[src/design/phc_pkg.sv]
package phc_pkg;

  // ---------------------------------------------------------------
  // clock and time base
  // ---------------------------------------------------------------
  localparam int unsigned CLOCK_HZ        = 100_000_000;
  localparam int unsigned TICK_TIME_US    = 1000;
  localparam int unsigned TICK_CYCLES     = CLOCK_HZ / 1_000_000 * TICK_TIME_US;
  localparam int unsigned TICK_MS         = TICK_TIME_US / 1000;

  // ---------------------------------------------------------------
  // button and input timing, in milliseconds and in ticks
  // ---------------------------------------------------------------
  localparam int unsigned ENTER_HOLD_MS    = 2000;
  localparam int unsigned LEAVE_HOLD_MS    = 3000;
  localparam int unsigned IDLE_TIMEOUT_MS  = 10000;
  localparam int unsigned DEBOUNCE_MS      = 10;
  localparam int unsigned ENTER_HOLD_TICKS = ENTER_HOLD_MS / TICK_MS;
  localparam int unsigned LEAVE_HOLD_TICKS = LEAVE_HOLD_MS / TICK_MS;
  localparam int unsigned IDLE_TICKS       = IDLE_TIMEOUT_MS / TICK_MS;
  localparam int unsigned DEBOUNCE_TICKS   = DEBOUNCE_MS / TICK_MS;

  // ---------------------------------------------------------------
  // operations and reset values
  // ---------------------------------------------------------------
  localparam int unsigned NUM_OPS         = 4;
  localparam int unsigned OP_W            = 2;
  localparam logic        LINE_IDLE_LEVEL = 1'b1;
  localparam logic        DRIVE_LEVEL     = 1'b0;

  // task sequencing states
  typedef enum logic [3:0] {
    T_IDLE   = 4'b0001,
    T_BUSY   = 4'b0010,
    T_GAP    = 4'b0100,
    T_RESULT = 4'b1000
  } phc_task_state_t;

  // front panel modes
  typedef enum logic [1:0] {
    M_OPERATE = 2'b01,
    M_SELECT  = 2'b10
  } phc_mode_t;

endpackage : phc_pkg

[src/design/phc_control.sv]
`timescale 1ns/1ps
// What this block does
// - a low level arriving on the handler start line is taken as a request to run a task.
// - from a start until the task ends the busy flag is pulled low as an open-drain output.
// - a failed task pulls the fail flag low as an open-drain output.
// - holding the button for two seconds in operation mode enters selection mode.
// - each short press in selection mode steps the operation to the next, wrapping round.
// - holding the button for three seconds in selection mode returns to operation mode.
// - selection mode with no button activity for the idle interval returns to operation mode.
// - button selection and button start work only in stand-alone, but a press held as stand-alone ends, short of a long hold, counts as a short press.
// - the yellow indicator is lit while a task is in progress.
// - the green indicator is lit when a task ends with a correct result.
// - the red indicator is lit when a task ends with an incorrect result.
module phc_control
  import phc_pkg::*;
#(
  parameter int unsigned TICK_CYCLES_P    = phc_pkg::TICK_CYCLES,
  parameter int unsigned ENTER_TICKS_P    = phc_pkg::ENTER_HOLD_TICKS,
  parameter int unsigned LEAVE_TICKS_P    = phc_pkg::LEAVE_HOLD_TICKS,
  parameter int unsigned IDLE_TICKS_P     = phc_pkg::IDLE_TICKS,
  parameter int unsigned DEBOUNCE_TICKS_P = phc_pkg::DEBOUNCE_TICKS,
  parameter int unsigned NUM_OPS_P        = phc_pkg::NUM_OPS,
  parameter int unsigned OP_W_P           = phc_pkg::OP_W
) (
  // clock and reset
  input  wire logic              clock_in,
  input  wire logic              reset_in,
  // handler connector: start request, active low
  input  wire logic              start_n_in,
  // handler connector: open-drain result lines
  input  wire logic              busy_flag_in,
  output logic                   busy_flag_out,
  output logic                   busy_flag_oe_out,
  input  wire logic              pass_flag_in,
  output logic                   pass_flag_out,
  output logic                   pass_flag_oe_out,
  input  wire logic              fail_flag_in,
  output logic                   fail_flag_out,
  output logic                   fail_flag_oe_out,
  // front panel
  input  wire logic              button_n_in,
  input  wire logic              standalone_in,
  output logic                   select_mode_out,
  output logic [OP_W_P-1:0]      op_sel_out,
  output logic                   led_busy_out,
  output logic                   led_ok_out,
  output logic                   led_fail_out,
  // programming engine
  output logic                   task_start_out,
  input  wire logic              task_done_in,
  input  wire logic              task_ok_in
);
  import phc_pkg::*;

  localparam int unsigned DIV_W = $clog2(TICK_CYCLES_P + 1);
  localparam int unsigned HW    = 16;

  // ---------------------------------------------------------------
  // millisecond enable from a divider
  // ---------------------------------------------------------------
  logic [DIV_W-1:0] div_cnt;
  logic             tick;

  always_ff @(posedge clock_in) begin
    if (reset_in) begin
      div_cnt <= '0;
      tick    <= 1'b0;
    end else begin
      tick    <= (div_cnt == DIV_W'(TICK_CYCLES_P - 1));
      div_cnt <= (div_cnt == DIV_W'(TICK_CYCLES_P - 1)) ? '0 : div_cnt + DIV_W'(1);
    end
  end

  // ---------------------------------------------------------------
  // input conditioning
  // ---------------------------------------------------------------
  logic [1:0] clean;
  logic       start_prev;
  logic       button_prev;
  logic       pressed;     // filtered button, gated off under host operation

  phc_debounce #(
    .N            (2),
    .STABLE_TICKS (DEBOUNCE_TICKS_P),
    .RESET_LEVEL  (LINE_IDLE_LEVEL)
  ) u_debounce (
    .clock_in  (clock_in),
    .reset_in  (reset_in),
    .tick_in   (tick),
    .raw_in    ({button_n_in, start_n_in}),
    .clean_out (clean)
  );

  // edge history of the filtered lines
  always_ff @(posedge clock_in) begin
    if (reset_in) begin
      start_prev  <= LINE_IDLE_LEVEL;
      button_prev <= 1'b0;
    end else begin
      start_prev  <= clean[0];
      button_prev <= pressed;
    end
  end

  // ---------------------------------------------------------------
  // state
  // ---------------------------------------------------------------
  phc_task_state_t     task_st;
  phc_task_state_t     next_task;
  phc_mode_t           mode;
  phc_mode_t           next_mode;
  logic                result_ok;
  logic [HW-1:0]       held_cnt;
  logic [HW-1:0]       idle_cnt;
  logic                consumed;

  // ---------------------------------------------------------------
  // decode of button and start events
  // ---------------------------------------------------------------
  assign pressed          = ~clean[1] & standalone_in;
  wire logic released     = button_prev & ~pressed;
  wire logic short_press  = released & ~consumed;
  wire logic start_req    = start_prev & ~clean[0];
  wire logic task_free    = (task_st == T_IDLE) | (task_st == T_RESULT);
  wire logic in_select    = (mode == M_SELECT);
  wire logic enter_hit    = ~in_select & pressed & ~consumed & tick &
                            (held_cnt == HW'(ENTER_TICKS_P - 1));
  wire logic leave_hit    = in_select & pressed & ~consumed & tick &
                            (held_cnt == HW'(LEAVE_TICKS_P - 1));
  wire logic idle_hit     = in_select & ~pressed & ~released & tick &
                            (idle_cnt == HW'(IDLE_TICKS_P - 1));
  wire logic step_op      = in_select & short_press;
  wire logic button_start = ~in_select & short_press;
  // a start only counts while no task runs; others are dropped
  wire logic go           = (start_req | button_start) & task_free;
  wire logic [OP_W_P-1:0] op_next =
    (op_sel_out == OP_W_P'(NUM_OPS_P - 1)) ? '0 : op_sel_out + OP_W_P'(1);

  // ---------------------------------------------------------------
  // next states
  // ---------------------------------------------------------------
  always_comb begin
    next_task = task_st;
    unique case (task_st)
      T_IDLE, T_RESULT: if (go) next_task = T_BUSY;
      T_BUSY:           if (task_done_in) next_task = T_GAP;
      T_GAP:            next_task = T_RESULT;
      default:          next_task = T_IDLE;
    endcase
  end

  // leaving on host operation stops the panel and keeps the selection, bar one step from a press held across it short of a long hold
  always_comb begin
    next_mode = mode;
    unique case (mode)
      M_OPERATE: if (enter_hit) next_mode = M_SELECT;
      M_SELECT:  if (leave_hit | idle_hit | ~standalone_in) next_mode = M_OPERATE;
      default:   next_mode = M_OPERATE;
    endcase
  end

  // ---------------------------------------------------------------
  // task sequencing and handler flags
  // ---------------------------------------------------------------
  always_ff @(posedge clock_in) begin
    if (reset_in) begin
      task_st          <= T_IDLE;
      result_ok        <= 1'b0;
      task_start_out   <= 1'b0;
      busy_flag_oe_out <= 1'b0;
      pass_flag_oe_out <= 1'b0;
      fail_flag_oe_out <= 1'b0;
    end else begin
      task_st          <= next_task;
      task_start_out   <= go;
      if (task_st == T_BUSY && task_done_in) begin
        result_ok <= task_ok_in;
      end
      busy_flag_oe_out <= (next_task == T_BUSY);
      pass_flag_oe_out <= (next_task == T_RESULT) & result_ok;
      fail_flag_oe_out <= (next_task == T_RESULT) & ~result_ok;
    end
  end

  // open-drain lines only ever pull low; the level flops never move
  always_ff @(posedge clock_in) begin
    if (reset_in) begin
      busy_flag_out <= DRIVE_LEVEL;
      pass_flag_out <= DRIVE_LEVEL;
      fail_flag_out <= DRIVE_LEVEL;
    end else begin
      busy_flag_out <= DRIVE_LEVEL;
      pass_flag_out <= DRIVE_LEVEL;
      fail_flag_out <= DRIVE_LEVEL;
    end
  end

  // indicators follow the same decisions as the handler flags
  always_ff @(posedge clock_in) begin
    if (reset_in) begin
      led_busy_out <= 1'b0;
      led_ok_out   <= 1'b0;
      led_fail_out <= 1'b0;
    end else begin
      led_busy_out <= (next_task == T_BUSY);
      led_ok_out   <= (next_task == T_RESULT) & result_ok;
      led_fail_out <= (next_task == T_RESULT) & ~result_ok;
    end
  end

  // ---------------------------------------------------------------
  // front panel mode, hold timing and selection
  // ---------------------------------------------------------------
  // consumed stops the release after a long hold being read as a step
  always_ff @(posedge clock_in) begin
    if (reset_in) begin
      mode            <= M_OPERATE;
      select_mode_out <= 1'b0;
      op_sel_out      <= '0;
      held_cnt        <= '0;
      idle_cnt        <= '0;
      consumed        <= 1'b0;
    end else begin
      mode            <= next_mode;
      select_mode_out <= (next_mode == M_SELECT);
      if (step_op) begin
        op_sel_out <= op_next;
      end
      if (!pressed) begin
        held_cnt <= '0;
      end else if (tick && held_cnt != '1) begin
        held_cnt <= held_cnt + HW'(1);
      end
      if (!pressed) begin
        consumed <= 1'b0;
      end else if (enter_hit || leave_hit) begin
        consumed <= 1'b1;
      end
      if (!in_select || pressed || released) begin
        idle_cnt <= '0;
      end else if (tick) begin
        idle_cnt <= idle_cnt + HW'(1);
      end
    end
  end
endmodule : phc_control

[src/design/phc_debounce.sv]
`timescale 1ns/1ps
module phc_debounce #(
  parameter int unsigned N            = 2,
  parameter int unsigned STABLE_TICKS = 10,
  parameter logic        RESET_LEVEL  = 1'b1
) (
  // clock and reset
  input  wire logic         clock_in,
  input  wire logic         reset_in,
  // time base
  input  wire logic         tick_in,
  // raw and filtered levels
  input  wire logic [N-1:0] raw_in,
  output logic      [N-1:0] clean_out
);
  localparam int unsigned CW = $clog2(STABLE_TICKS + 1);

  // ---------------------------------------------------------------
  // one synchroniser and stability filter per line
  // ---------------------------------------------------------------
  for (genvar i = 0; i < N; i++) begin : g_line
    logic          sync_a;
    logic          sync_b;
    logic [CW-1:0] stable_cnt;
    // first stage feeds only the second; the filter looks at sync_b
    always_ff @(posedge clock_in) begin
      if (reset_in) begin
        sync_a     <= RESET_LEVEL;
        sync_b     <= RESET_LEVEL;
        clean_out[i] <= RESET_LEVEL;
        stable_cnt <= '0;
      end else begin
        sync_a <= raw_in[i];
        sync_b <= sync_a;
        if (sync_b == clean_out[i]) begin
          stable_cnt <= '0;
        end else if (tick_in) begin
          if (stable_cnt == CW'(STABLE_TICKS - 1)) begin
            clean_out[i] <= sync_b;
            stable_cnt   <= '0;
          end else begin
            stable_cnt <= stable_cnt + CW'(1);
          end
        end
      end
    end
  end

endmodule : phc_debounce

[config.mk]
export PLATFORM = sky130hd
export DESIGN_NAME = phc_control
export DESIGN_NICKNAME = d
export VERILOG_FILES = /design/src/design/phc_pkg.sv /design/src/design/phc_control.sv /design/src/design/phc_debounce.sv
export SDC_FILE = /design/constraint.sdc
export NUM_CORES = 1
export LEC_CHECK = 0
export BUFFER_PORTS_ARGS = -buffer_cell sky130_fd_sc_hd__buf_2
export CORE_UTILIZATION = 61
export CTS_CLUSTER_DIAMETER = 150
export DETAILED_ROUTE_END_ITERATION = 12
export GPL_ROUTABILITY_DRIVEN = 0
export PLACE_DENSITY = 0.8
export REMOVE_ABC_BUFFERS = 1
export SLEW_MARGIN = 25
export SYNTH_ARGS = -nofsm -noshare
export SYNTH_HDL_FRONTEND = slang
export SYNTH_SLANG_ARGS = --single-unit
export TNS_END_PERCENT = 20
[constraint.sdc]
create_clock -name clock_in -period 4.3 [get_ports clock_in]
set_input_delay 0.86 -clock clock_in [delete_from_list [all_inputs] [get_ports clock_in]]
set_output_delay 0.86 -clock clock_in [all_outputs]
set_load 0.03 [all_outputs]
# After elaboration in Yosys (flattened, before gate mapping)
# Index checks and enable logic that the tools add are counted.
[totals]
input_bits = 10
reg_bits = 81
out_inout_bits = 13
[op_classes]
reduce_logical = 14
mux = 9
eq_ne = 19
addsub = 6
bitwise_logic = 35
[ops]
columns = ["op", "count"]
rows = [
  ["$add A16 B1 Y16 const B", 2],
  ["$and A1 B1 Y1", 21],
  ["$add A17 B1 Y17 const B", 1],
  ["$eq A17 B17 Y1 const B", 1],
  ["$eq A16 B11 Y1 const B", 1],
  ["$eq A16 B12 Y1 const B", 1],
  ["$eq A16 B14 Y1 const B", 1],
  ["$eq A4 B4 Y1 const B", 4],
  ["$mux W4", 4],
  ["$ne A16 B16 Y1 const B", 1],
  ["$pmux W4 S3", 1],
  ["$reduce_or A2 Y1", 6],
  ["$not A1 Y1", 10],
  ["$add A4 B1 Y4 const B", 2],
  ["$eq A4 B2 Y1 const B", 2],
  ["$eq A2 B2 Y1 const B", 3],
  ["$mux W2", 3],
  ["$reduce_and A3 Y1", 2],
  ["$eq A4 B1 Y1 const B", 1],
  ["$eq A4 B3 Y1 const B", 1],
  ["$or A1 B1 Y1", 4],
  ["$pmux W2 S2", 1],
  ["$logic_or A1 B1 Y1", 3],
  ["$add A2 B1 Y2 const B", 1],
  ["4 further kinds", 6],
]

# Logic depth before layout (Yosys ltp)
# Gate-level depths: netlist of the first run.
[depth]
word_depth = 13
depth_mapped = 8

# Cells and area by module
# A second synthesis of the first run with hierarchy kept.
[hier_totals]
hier_cells = 415
area_unflattened_um2 = 3738.6
[modules_own_cells]
columns = ["module", "cells_per_inst", "n_inst", "area_per_inst_um2", "seq_area_each_um2"]
rows = [
  ["phc_control", 352, 1, 3135.5, 1341.3],
  ["phc_debounce", 63, 1, 603.1, 280.3],
]

# Worst setup path after synthesis of the first run
# No wires, ideal clock.
[synth_timing]
path_kind = "register -> register"
start = "register idle_cnt[4]"
end = "register mode[1]"
setup_slack_ps = 2466
path_stages_with_launch = 6
t_required_ps = 4169
n_path_buf = 0
arrival_ps = 1703
setup_ps = 131
cell_sequence = "dfxtp_1 -> or4_1 -> or4_1 -> o41a_1 -> nand4_1 -> a311oi_1"
[synth_between]
elab_chain_cells = 6
[synth_rtl]
columns = ["element", "line_no", "text"]
rows = [
  ["start, declared", "phc_control.sv:114", "logic [HW-1:0] idle_cnt;"],
  ["start signal, assigned", "phc_control.sv:242", "idle_cnt <= idle_cnt + HW'(1);"],
  ["$eq A16 B14 Y1", "phc_control.sv:131", "(idle_cnt == HW'(IDLE_TICKS_P - 1));"],
  ["$and A1 B1 Y1", "phc_control.sv:130", "wire logic idle_hit = in_select & ~pressed & ~released & tick &"],
  ["$or A1 B1 Y1 (2 in series)", "phc_control.sv:157", "M_SELECT: if (leave_hit | idle_hit | ~standalone_in) next_mode = M_OPERATE;"],
  ["$mux W2", "phc_control.sv:157", ""],
  ["$pmux W2 S2", "phc_control.sv:155", "unique case (mode)"],
  ["end signal, assigned", "phc_control.sv:224", "mode <= next_mode;"],
  ["end, declared", "phc_control.sv:110", "phc_mode_t mode;"],
]
# No other way between the ends.
# A chain may end at the register's enable or synchronous reset.

# Worst setup path in the final report of the first run
[layout_timing]
start = "register tick"
end = "register mode[1]"
[layout_between]
elab_chain_cells = 6
word_cells_on_any_way = 11
cone_classes = "mux: 3; bitwise: 8"
[layout_rtl]
columns = ["element", "line_no", "text"]
rows = [
  ["start, declared", "phc_control.sv:62", "logic tick;"],
  ["start signal, assigned", "phc_control.sv:69", "tick <= (div_cnt == DIV_W'(TICK_CYCLES_P - 1));"],
  ["$and A1 B1 Y1 (on tied branches) (2 in series)", "phc_control.sv:128, phc_control.sv:130", ""],
  ["$or A1 B1 Y1 (2 in series)", "phc_control.sv:157", ""],
  ["$mux W2", "phc_control.sv:157", ""],
  ["$pmux W2 S2 *", "phc_control.sv:155", ""],
]
# Mark *: on every way between the ends. The rest lies on a longest branch, timed or not.

==> flow_summary.yaml, run 1 <==
outcome:
  outcome: "completed"
setup_path:
  worst-r2r-setup-slack_ns: 2.13
  r2r-end: "mode[1]$_SDFF_PP0_"
  r2r_start: "tick$_SDFF_PP0_"
  crit_fanout: 18
  reg2reg_depth: 5
  required_ns: 4.53
  crit_arrival_ns: 2.40
  startpoint: "tick$_SDFF_PP0_"
  crit_path_end_kind: "register"
  crit_type: "reg2reg"
  cp-start-kind: "register"
  crit_path_end: "mode[1]$_SDFF_PP0_"
yosys:
  ys_ff_latch: 81
  synthTopCellsByCount: "dfxtp_1, nor2_1, xor2_1"
  yosys.area_share.adder: 0.02056
  synth.most_common_cell: "dfxtp_1"
  ys_seq_area_frac: 0.4441
  yosys.area_share.simple: 0.3023
  synth_compound_area_frac: 0.05620
  synth_area_leader_cell: "dfxtp_1"
  muxShareOfSynthArea: 0.01371
  netlist_instances: 407
  yosys_warnings: 0
  async_flop_share: 0
  synth_top_family_by_area: "simple AND/OR/NAND/NOR gates"
  synth-main-ff-cell: "dfxtp_1"
  syn_avg_cell_area_sq_um: 8.971
  synthTopCellsByArea: "dfxtp_1, xor2_1, nor2_1"
  netlist_area_sq_um: 3651
  synth_top_area_frac: 0.4441
  synth_edf_count: 0
  synth_xor_area_frac: 0.1175
  ys_types: 51
finish:
  final-seq-area_sq_um: 1622
  design_area_sq_um: 3911
  multi_input_area_sq_um: 1874
  final_core_util: 0.6933
  area_delta_synth_final_pct: 7.128
  fin_nets: 431
  drive_gt1_frac: 0.1000
  antenna_cells: 0
  fillerInstances: 435
clock_network:
  numCtsBuffers: 9
  cts_setup_buffers: 0
  cts_tree: "built"
  htree_levels: 3
  cts_hold_buf: 0
  insertion_delay_ns: 0.35
  cts.sinks: 81
  path_clk_slew_ns: 0.08
  root_buffer: "clkbuf_8"
  clockBufferDepth: 2
  ctsResizeCount: 0
routing:
  ant_nets: 0
  drt_first_iter_violations: 135
  vias: 2734
  post_drt_wl_per_cell_um: 13.12
  drc_errors: 0
  viasPerCell: 5.557
  wl_mm: 6.454
  dr.pass1.iters: 4
placement:
  placed_area_sq_um: 3700
  port-buffer-count: 16
  hpwlAfterDp_mm: 4.509
floorplanning:
  initial_core_util: 0.6472
  dieArea_sq_um: 6299
  core_area_sq_um: 5642
  die_w_um: 79.37
  pin_count: 23
  rows: 27
  chipHeight_um: 79.37
timing:
  worst_slew_pin_slew_ns: 0.7340
  drv_slew: 0
  rsz0062_at_grt: "false"
  tns_ns: 0
  min_period_over_period: 0.5052
  fin_skew_ns: 0.009817
  slew_headroom: 0.5061
  fin_crit_ns: 2.173
  whs_ns: 0.4065
  fmax_mhz: 460.3
  setup_viol: 0
  hold_violations: 0
grt:
  grt_pass1_vias: 2596
  grt_max_degree: 20
  grt_pass1_wl_mm: 10.96
  antenna_found_initial: 0
  busiest_layer: "met2"
  grt_util_met1: 0.2576
  overflow: 0
  gr-usage-met3: 0.07011
  met2_usage: 0.3853
  grt_usage: 0.2255
pwr:
  p_per_area_nw_per_um2: 355.8
  p_leak_nw: 1.415
  p_total_w: 0.001392
  max-vdd-ir-drop_v: 0.0002766
flow_run:
  cap_viol_max_count: 0
hold_path:
  hold_start: "u_debounce.g_line[1].sync_a$_SDFF_PP1_"
  hold_class: "reg2reg"
## cell type report
| cell class | count | area share |
|---|---|---|
| multi-input cells | 298 | 0.4792 |
| flip-flops and latches | 81 | 0.4146 |
| well taps | 72 | 0.02303 |
| repair buffers | 16 | 0.02047 |
| clock inverters | 5 | 0.02047 |
| clock buffers | 11 | 0.03359 |
| inverters | 9 | 0.008637 |
## cell usage in the layout, fill, tap and decap left out, types with 3 or more instances in the layout
| cell type | instances |
|---|---|
| nor4_1 | 5 |
| o21ai_0 | 6 |
| nand2b_1 | 3 |
| nor2b_1 | 11 |
| nor3b_1 | 6 |
| nand2_1 | 27 |
| nand4b_1 | 3 |
| and4_1 | 7 |
| clkbuf_8 | 9 |
| or3_1 | 5 |
| conb_1 | 3 |
| xor2_1 | 33 |
| dfxtp_1 | 81 |
| ha_1 | 6 |
| nor3_1 | 4 |
| mux2i_1 | 5 |
| nor2_1 | 64 |
| nand4_1 | 13 |
| or4_1 | 4 |
| or2_1 | 6 |
| inv_1 | 7 |
| and3_1 | 11 |
| a21oi_1 | 12 |
| xnor2_1 | 16 |
| nand3_1 | 21 |
| buf_2 | 16 |
## critical path: stages, from the launching register on
cell      delay [ns]
dfxtp_1         0.78
nand4_2         0.19
or4_1           0.52
o41a_1          0.36
nand4_1         0.11
a311oi_1        0.09
## worst min-delay path by stage
| stage | end | cells after the start |
|---|---|---|
| 2_1_floorplan | u_debounce.g_line[0].sync_b$_SDFF_PP1_ | 1 |
| 3_3_place_gp | u_debounce.g_line[1].sync_b$_SDFF_PP1_ | 1 |
| 3_5_place_dp | u_debounce.g_line[1].sync_b$_SDFF_PP1_ | 1 |
| 4_1_cts | u_debounce.g_line[1].sync_b$_SDFF_PP1_ | 1 |
| 5_1_grt | u_debounce.g_line[0].sync_b$_SDFF_PP1_ | 1 |
| 6_report | u_debounce.g_line[1].sync_b$_SDFF_PP1_ | 1 |
## cells by family (layout without fill, tap and decap cells)
logic type / after synthesis / after routing
and+or+nand+nor: 203 / 203
DFF: 81 / 81
xor gates and xnor gates: 49 / 49
AOI/OAI and AO/OA: 32 / 32
buffers and inverters: 30 / 41
adders and majority gates: 6 / 6
muxes: 5 / 5
other: 1 / 3
## metrics by stage
step | cells | setup slack, ns
final | 492 | 2.127
after global routing | 492 | 1.896
after CTS | 492 | 2.121
after detailed placement | 476 | 2.124
after global placement | 476 | 2.175
after floorplan | 388 | 2.429
## layer usage
layer	routed length (um)	share of wire	vias up
li1	-	-	1411
met1	3005	0.47	1259
met2	3061	0.47	51
met3	246	0.038	13
met4	141	0.022	0
met5	0	0	-
## state kept, by name, summed over array words and instances, names as in the netlist, 2 cells and up
name / count
div_cnt: 17
held_cnt: 16
idle_cnt: 16
u_debounce.g_line.stable_cnt: 8
task_st: 4
mode: 2
op_sel_out: 2
u_debounce.clean_out: 2
u_debounce.g_line.sync_a: 2
u_debounce.g_line.sync_b: 2
## report_power, final
part	total, W	switching [W]	internal, W
registers	0.000762	0.00000516	0.000756
clock network	0.000590	0.000263	0.000326
logic	0.0000405	0.0000259	0.0000146
(Power assumes the default switching activity.)
==> inputs of run 2 (changes only) <==
--- a/config.mk
+++ b/config.mk
@@ -5,12 +5,13 @@
 export SDC_FILE = /design/constraint.sdc
 export NUM_CORES = 1
 export LEC_CHECK = 0
+export ABC_AREA = 1
 export BUFFER_PORTS_ARGS = -buffer_cell sky130_fd_sc_hd__buf_2
-export CORE_UTILIZATION = 61
+export CORE_UTILIZATION = 60
 export CTS_CLUSTER_DIAMETER = 150
 export DETAILED_ROUTE_END_ITERATION = 12
 export GPL_ROUTABILITY_DRIVEN = 0
-export PLACE_DENSITY = 0.8
+export PLACE_DENSITY = 0.79
 export REMOVE_ABC_BUFFERS = 1
 export SLEW_MARGIN = 25
 export SYNTH_ARGS = -nofsm -noshare
==> constraint.sdc (replaced) <==
create_clock -name clock_in -period 2.2 [get_ports clock_in]
set_input_delay 0.44 -clock clock_in [delete_from_list [all_inputs] [get_ports clock_in]]
set_output_delay 0.44 -clock clock_in [all_outputs]
set_load 0.03 [all_outputs]
==> run 2 against run 1 <==
  * Largest power group unchanged
  * Non-clock buffer count increased by 4
  * Final cell count increased by 33%
  * Register-to-register slack got worse by 1.7 ns
  * Die area increased by 9.7%
  * Critical endpoint is now held_cnt[12]$_SDFFE_PP0P_
  * Fmax grew 22%
  * Cell area increased by 8.8%
  * Largest cell class unchanged
  * Sequential power up 94%
==> flow_summary.yaml, run 2 <==
clock_network:
  ctsResizeCount: 0
  cts_hold_buf: 0
  cts_setup_buffers: 0
  htree_levels: 3
  numCtsBuffers: 9
  path_clk_slew_ns: 0.09
  clockBufferDepth: 2
  insertion_delay_ns: 0.35
  root_buffer: "clkbuf_8"
  cts_tree: "built"
  cts.sinks: 81
finish:
  largest-register: "div_cnt"
  layout_common_cells: "nand2_1, inv_1, dfxtp_1"
  design_area_sq_um: 4257
  instances_no_fill: 655
  final_core_util: 0.6703
  reg_top3: "div_cnt: 17 flops, held_cnt: 16 flops, idle_cnt: 16 flops"
  largest_reg_flops: 17
  layout_commonest_cell: "nand2_1"
  fin_nets: 589
  antenna_cells: 0
  drive_gt1_frac: 0.1263
  area_delta_synth_final_pct: 7.829
setup_path:
  required_ns: 2.44
  cp-start-kind: "register"
  path_delay_family: "simple AND/OR/NAND/NOR gates"
  crit_type: "reg2reg"
  crit_fanout: 18
  crit_arrival_ns: 2.03
  cp_cell_sequence: "ha_1, nand3_2, nor2_2, nand3_2, nand2_4, inv_2, nand2_1, nand2_1, inv_1, nor2_1"
  path_buf_inv: 2
  slowest_delay_ns: 0.37
  crit_path_end_kind: "register"
  cpMaxStageDelayCell: "dfxtp_1"
flow_run:
  cap_viol_max_count: 0
yosys:
  ys_seq_area_frac: 0.4108
  netlist_area_sq_um: 3948
  synth.most_common_cell: "nand2_1"
  synthTopCellsByArea: "dfxtp_1, nand2_1, inv_1"
  netlist_instances: 554
  synth-main-ff-cell: "dfxtp_1"
  synth_edf_count: 0
  async_flop_share: 0
  ys_types: 40
  syn_avg_cell_area_sq_um: 7.126
  synthTopCellsByCount: "nand2_1, dfxtp_1, inv_1"
  ys_ff_latch: 81
  yosys_warnings: 0
  synth_area_leader_cell: "dfxtp_1"
  synth_top_area_frac: 0.4108
timing:
  setup_viol: 0
  min_period_over_period: 0.8126
  tns_ns: 0
  fmax_mhz: 559.4
  hold_violations: 0
  drv_slew: 0
  whs_ns: 0.2746
  fin_crit_ns: 1.788
  fin_skew_ns: 0.009333
  rsz0062_at_grt: "false"
grt:
  grt_pass1_wl_mm: 12.88
  overflow: 0
  grt_usage: 0.2251
  antenna_found_initial: 0
  grt_max_degree: 19
  grt_pass1_vias: 3129
floorplanning:
  rows: 29
  initial_core_util: 0.6217
  core_area_sq_um: 6350
  chipHeight_um: 83.11
  dieArea_sq_um: 6907
  die_w_um: 83.11
  pin_count: 23
routing:
  ant_nets: 0
  drt_first_iter_violations: 211
  wl_mm: 7.263
  dr.pass1.iters: 4
  drc_errors: 0
  vias: 3353
  viasPerCell: 5.119
  post_drt_wl_per_cell_um: 11.09
placement:
  placed_area_sq_um: 4051
  port-buffer-count: 16
  dp.cells: 639
  hpwlAfterDp_mm: 5.398
pwr:
  p_leak_nw: 1.612
  max-vdd-ir-drop_v: 0.0005390
  p_per_area_nw_per_um2: 617.2
hold_path:
  hold_class: "in2reg"
outcome:
  outcome: "completed"
-- run 2: worst paths after layout --
kind | from | to | slack [ns] | cells after the start
max reg2reg | held_cnt[0]$_SDFFE_PP0P_ | held_cnt[12]$_SDFFE_PP0P_ | 0.41 | 10
min reg2reg | u_debounce.g_line[0].sync_a$_SDFF_PP1_ | u_debounce.g_line[0].sync_b$_SDFF_PP1_ | 0.42 | 1
min | start_n_in | u_debounce.g_line[0].sync_a$_SDFF_PP1_ | 0.27 | 2
max | held_cnt[0]$_SDFFE_PP0P_ | held_cnt[12]$_SDFFE_PP0P_ | 0.41 | 10
-- run 2: stage by stage --
stage	total power (W)	setup WS, ns
2_1_floorplan	0.001543	0.6757
3_3_place_gp	0.001561	0.4851
3_5_place_dp	0.001564	0.4228
4_1_cts	0.002659	0.4119
5_1_grt	0.002728	0.2604
6_report	0.002627	0.4124
-- run 2: kinds of logic after synthesis --
logic type,after synthesis,share of synthesized area
fa+ha+maj,6,0.01902
xor+xnor,13,0.02884
compound gates,67,0.08812
simple gates,285,0.3417
flops,81,0.4108
buf+inv,101,0.1106
other cells,1,0.0009500
-- run 2: layout make-up --
| cell class | instances | area, sq um |
|---|---|---|
| repair buffers | 20 | 110.1 |
| flip-flops and latches | 81 | 1622 |
| well taps | 77 | 96.34 |
| clock buffers | 10 | 137.6 |
| clock inverters | 6 | 67.56 |
| inverters | 87 | 326.6 |
| fillers | 559 | 2093 |
| multi-input cells | 374 | 1897 |
-- run 2: where the power goes --
part / leakage [nW] / internal (W) / switching, W / total (W)
clock network: 0.0985 / 0.000557 / 0.000541 / 0.00110
registers: 0.654 / 0.00147 / 0.00000606 / 0.00148
logic: 0.859 / 0.0000160 / 0.0000327 / 0.0000487
total: 1.61 / 0.00205 / 0.000580 / 0.00263
-- run 2: metal layers --
metal | share of wire | GRT usage | up-vias
met5 | 0 | 0 | -
met4 | 0.0098 | 0.07524 | 0
met3 | 0.022 | 0.05070 | 5
met2 | 0.50 | 0.3934 | 28
met1 | 0.47 | 0.2725 | 1527
li1 | - | - | 1793
==> inputs of run 3 (changes only) <==
--- a/config.mk
+++ b/config.mk
@@ -7,11 +7,11 @@
 export LEC_CHECK = 0
 export ABC_AREA = 1
 export BUFFER_PORTS_ARGS = -buffer_cell sky130_fd_sc_hd__buf_2
-export CORE_UTILIZATION = 60
+export CORE_UTILIZATION = 55
 export CTS_CLUSTER_DIAMETER = 150
 export DETAILED_ROUTE_END_ITERATION = 12
 export GPL_ROUTABILITY_DRIVEN = 0
-export PLACE_DENSITY = 0.79
+export PLACE_DENSITY = 0.76
 export REMOVE_ABC_BUFFERS = 1
 export SLEW_MARGIN = 25
 export SYNTH_ARGS = -nofsm -noshare
==> constraint.sdc (replaced) <==
create_clock -name clock_in -period 1.6 [get_ports clock_in]
set_input_delay 0.32 -clock clock_in [delete_from_list [all_inputs] [get_ports clock_in]]
set_output_delay 0.32 -clock clock_in [all_outputs]
set_load 0.03 [all_outputs]
==> run 3 against run 2 <==
  * Critical path depth decreased by 3
  * Worst hold slack got worse by 0.14 ns
  * Sequential share of layout area decreased by 2.3 points
  * Non-clock buffer count increased by 23
  * Clock power increased by 44%
  * Via count increased by 4.8%
  * Clock skew increased by 0.0013 ns
  * Critical endpoint unchanged
  * Highest routed layer unchanged
==> flow_summary.yaml, run 3 (same netlist as run 2, synthesis figures left out) <==
timing:
  rsz0062_at_grt: "true"
  fmax_mhz: 660.0
  setup_viol: 0
  fin_skew_ns: 0.01061
  hold_violations: 0
  whs_ns: 0.1319
  tns_ns: 0
  drv_slew: 0
  slew_headroom: 0.6650
  min_period_over_period: 0.9469
  fin_crit_ns: 1.515
  worst_slew_pin_slew_ns: 0.4972
finish:
  largest_reg_flops: 17
  largest-register: "div_cnt"
  layout_common_cells: "nand2_1, inv_1, dfxtp_1"
  fin_nets: 612
  antenna_cells: 0
  area_delta_synth_final_pct: 15.25
  drive_gt1_frac: 0.1930
  final_core_util: 0.6623
  final-seq-area_sq_um: 1629
  layout_commonest_cell: "nand2_1"
  fillerInstances: 585
  reg_top3: "div_cnt: 17 flops, held_cnt: 16 flops, idle_cnt: 16 flops"
  instances_no_fill: 697
  multi_input_area_sq_um: 1954
setup_path:
  path_buf_inv: 1
  worst-r2r-setup-slack_ns: 0.08
  crit_path_end_kind: "register"
  cp-start-kind: "register"
  slowest_delay_ns: 0.35
  cp_cell_sequence: "ha_2, nand3_4, buf_4, nor4_1, nand2_1, o21ai_0, nor2_1"
  path_delay_family: "simple AND/OR/NAND/NOR gates"
  required_ns: 1.86
  crit_arrival_ns: 1.77
  cpMaxStageDelayCell: "dfxtp_2"
  crit_fanout: 4
  crit_type: "reg2reg"
grt:
  grt_usage: 0.2146
  grt_pass1_wl_mm: 12.72
  grt_max_degree: 18
  overflow: 0
  grt_pass1_vias: 3043
  antenna_found_initial: 0
placement:
  hpwlAfterDp_mm: 5.452
  dp.cells: 676
  port-buffer-count: 16
routing:
  ant_nets: 0
  vias: 3513
  dr.pass1.iters: 5
  viasPerCell: 5.040
  wl_mm: 7.856
  post_drt_wl_per_cell_um: 11.27
  drc_errors: 0
  drt_first_iter_violations: 205
clock_network:
  clockBufferDepth: 2
  cts_hold_buf: 0
  root_buffer: "clkbuf_8"
  cts_tree: "built"
  htree_levels: 3
  numCtsBuffers: 9
  cts.sinks: 81
  path_clk_slew_ns: 0.09
  insertion_delay_ns: 0.36
floorplanning:
  core_area_sq_um: 6869
  pin_count: 23
  chipHeight_um: 86.72
  dieArea_sq_um: 7520
  die_w_um: 86.72
  rows: 30
  initial_core_util: 0.5747
hold_path:
  hold_class: "in2reg"
pwr:
  p_leak_nw: 1.749
  p_per_area_nw_per_um2: 809.4
  max-vdd-ir-drop_v: 0.0007200
flow_run:
  cap_viol_max_count: 0
outcome:
  outcome: "completed"
-- run 3: cell count changes in the layout (fill, tap and decap cells not counted), moves of 3 or more --
cell     change
ha_2         +3
nor2_2       +3
nor2_1       -4
dfxtp_1      -6
dfxtp_2      +6
ha_1         -3
buf_4       +21
-- run 3: power breakdown --
group | leakage, nW | switching, W | internal, W
sequential | 0.656 | 0.00000826 | 0.00203
combinational | 0.993 | 0.0000450 | 0.0000251
clock | 0.0999 | 0.000827 | 0.000750
total | 1.75 | 0.000880 | 0.00280
-- run 3: routing by layer --
| metal | routed length [um] | vias up | GRT usage |
|---|---|---|---|
| met5 | 0 | - | 0 |
| met4 | 88 | 0 | 0.07273 |
| met3 | 266 | 9 | 0.04857 |
| met2 | 3817 | 46 | 0.3752 |
| met1 | 3683 | 1605 | 0.2602 |
| li1 | - | 1853 | - |
-- run 3: layout make-up --
| class | count | area share |
|---|---|---|
| inverter | 87 | 0.07233 |
| clock buffer | 9 | 0.02723 |
| clock inverter | 7 | 0.01870 |
| sequential | 81 | 0.3581 |
| tap | 96 | 0.02640 |
| timing repair buffer | 43 | 0.06766 |
| multi-input combinational | 374 | 0.4296 |
-- run 3: what timing repair did --
action	CTS	global route
endpoints found under the hold margin	0	0
gates resized for setup	0	27
setup endpoints to repair	0	42
setup buffers	0	5
-- run 3: path summary, 6_finish.rpt --
kind	startpoint	endpoint	cells after the start
max	held_cnt[1]$_SDFFE_PP0P_	held_cnt[12]$_SDFFE_PP0P_	7
min	start_n_in	u_debounce.g_line[0].sync_a$_SDFF_PP1_	2
max reg2reg	held_cnt[1]$_SDFFE_PP0P_	held_cnt[12]$_SDFFE_PP0P_	7
min reg2reg	result_ok$_SDFFE_PP0P_	led_fail_out$_SDFF_PP0_	1
-- run 3: stage by stage --
step | area [sq um] | total power, W | worst slack (ns)
global placement | 4223 | 0.002151 | 0.08726
floorplan | 3845 | 0.002121 | 0.07574
global route | 4549 | 0.003790 | -0.04077
finish | 4549 | 0.003682 | 0.08494
CTS | 4432 | 0.003714 | 0.007541
detailed placement | 4223 | 0.002153 | 0.04503
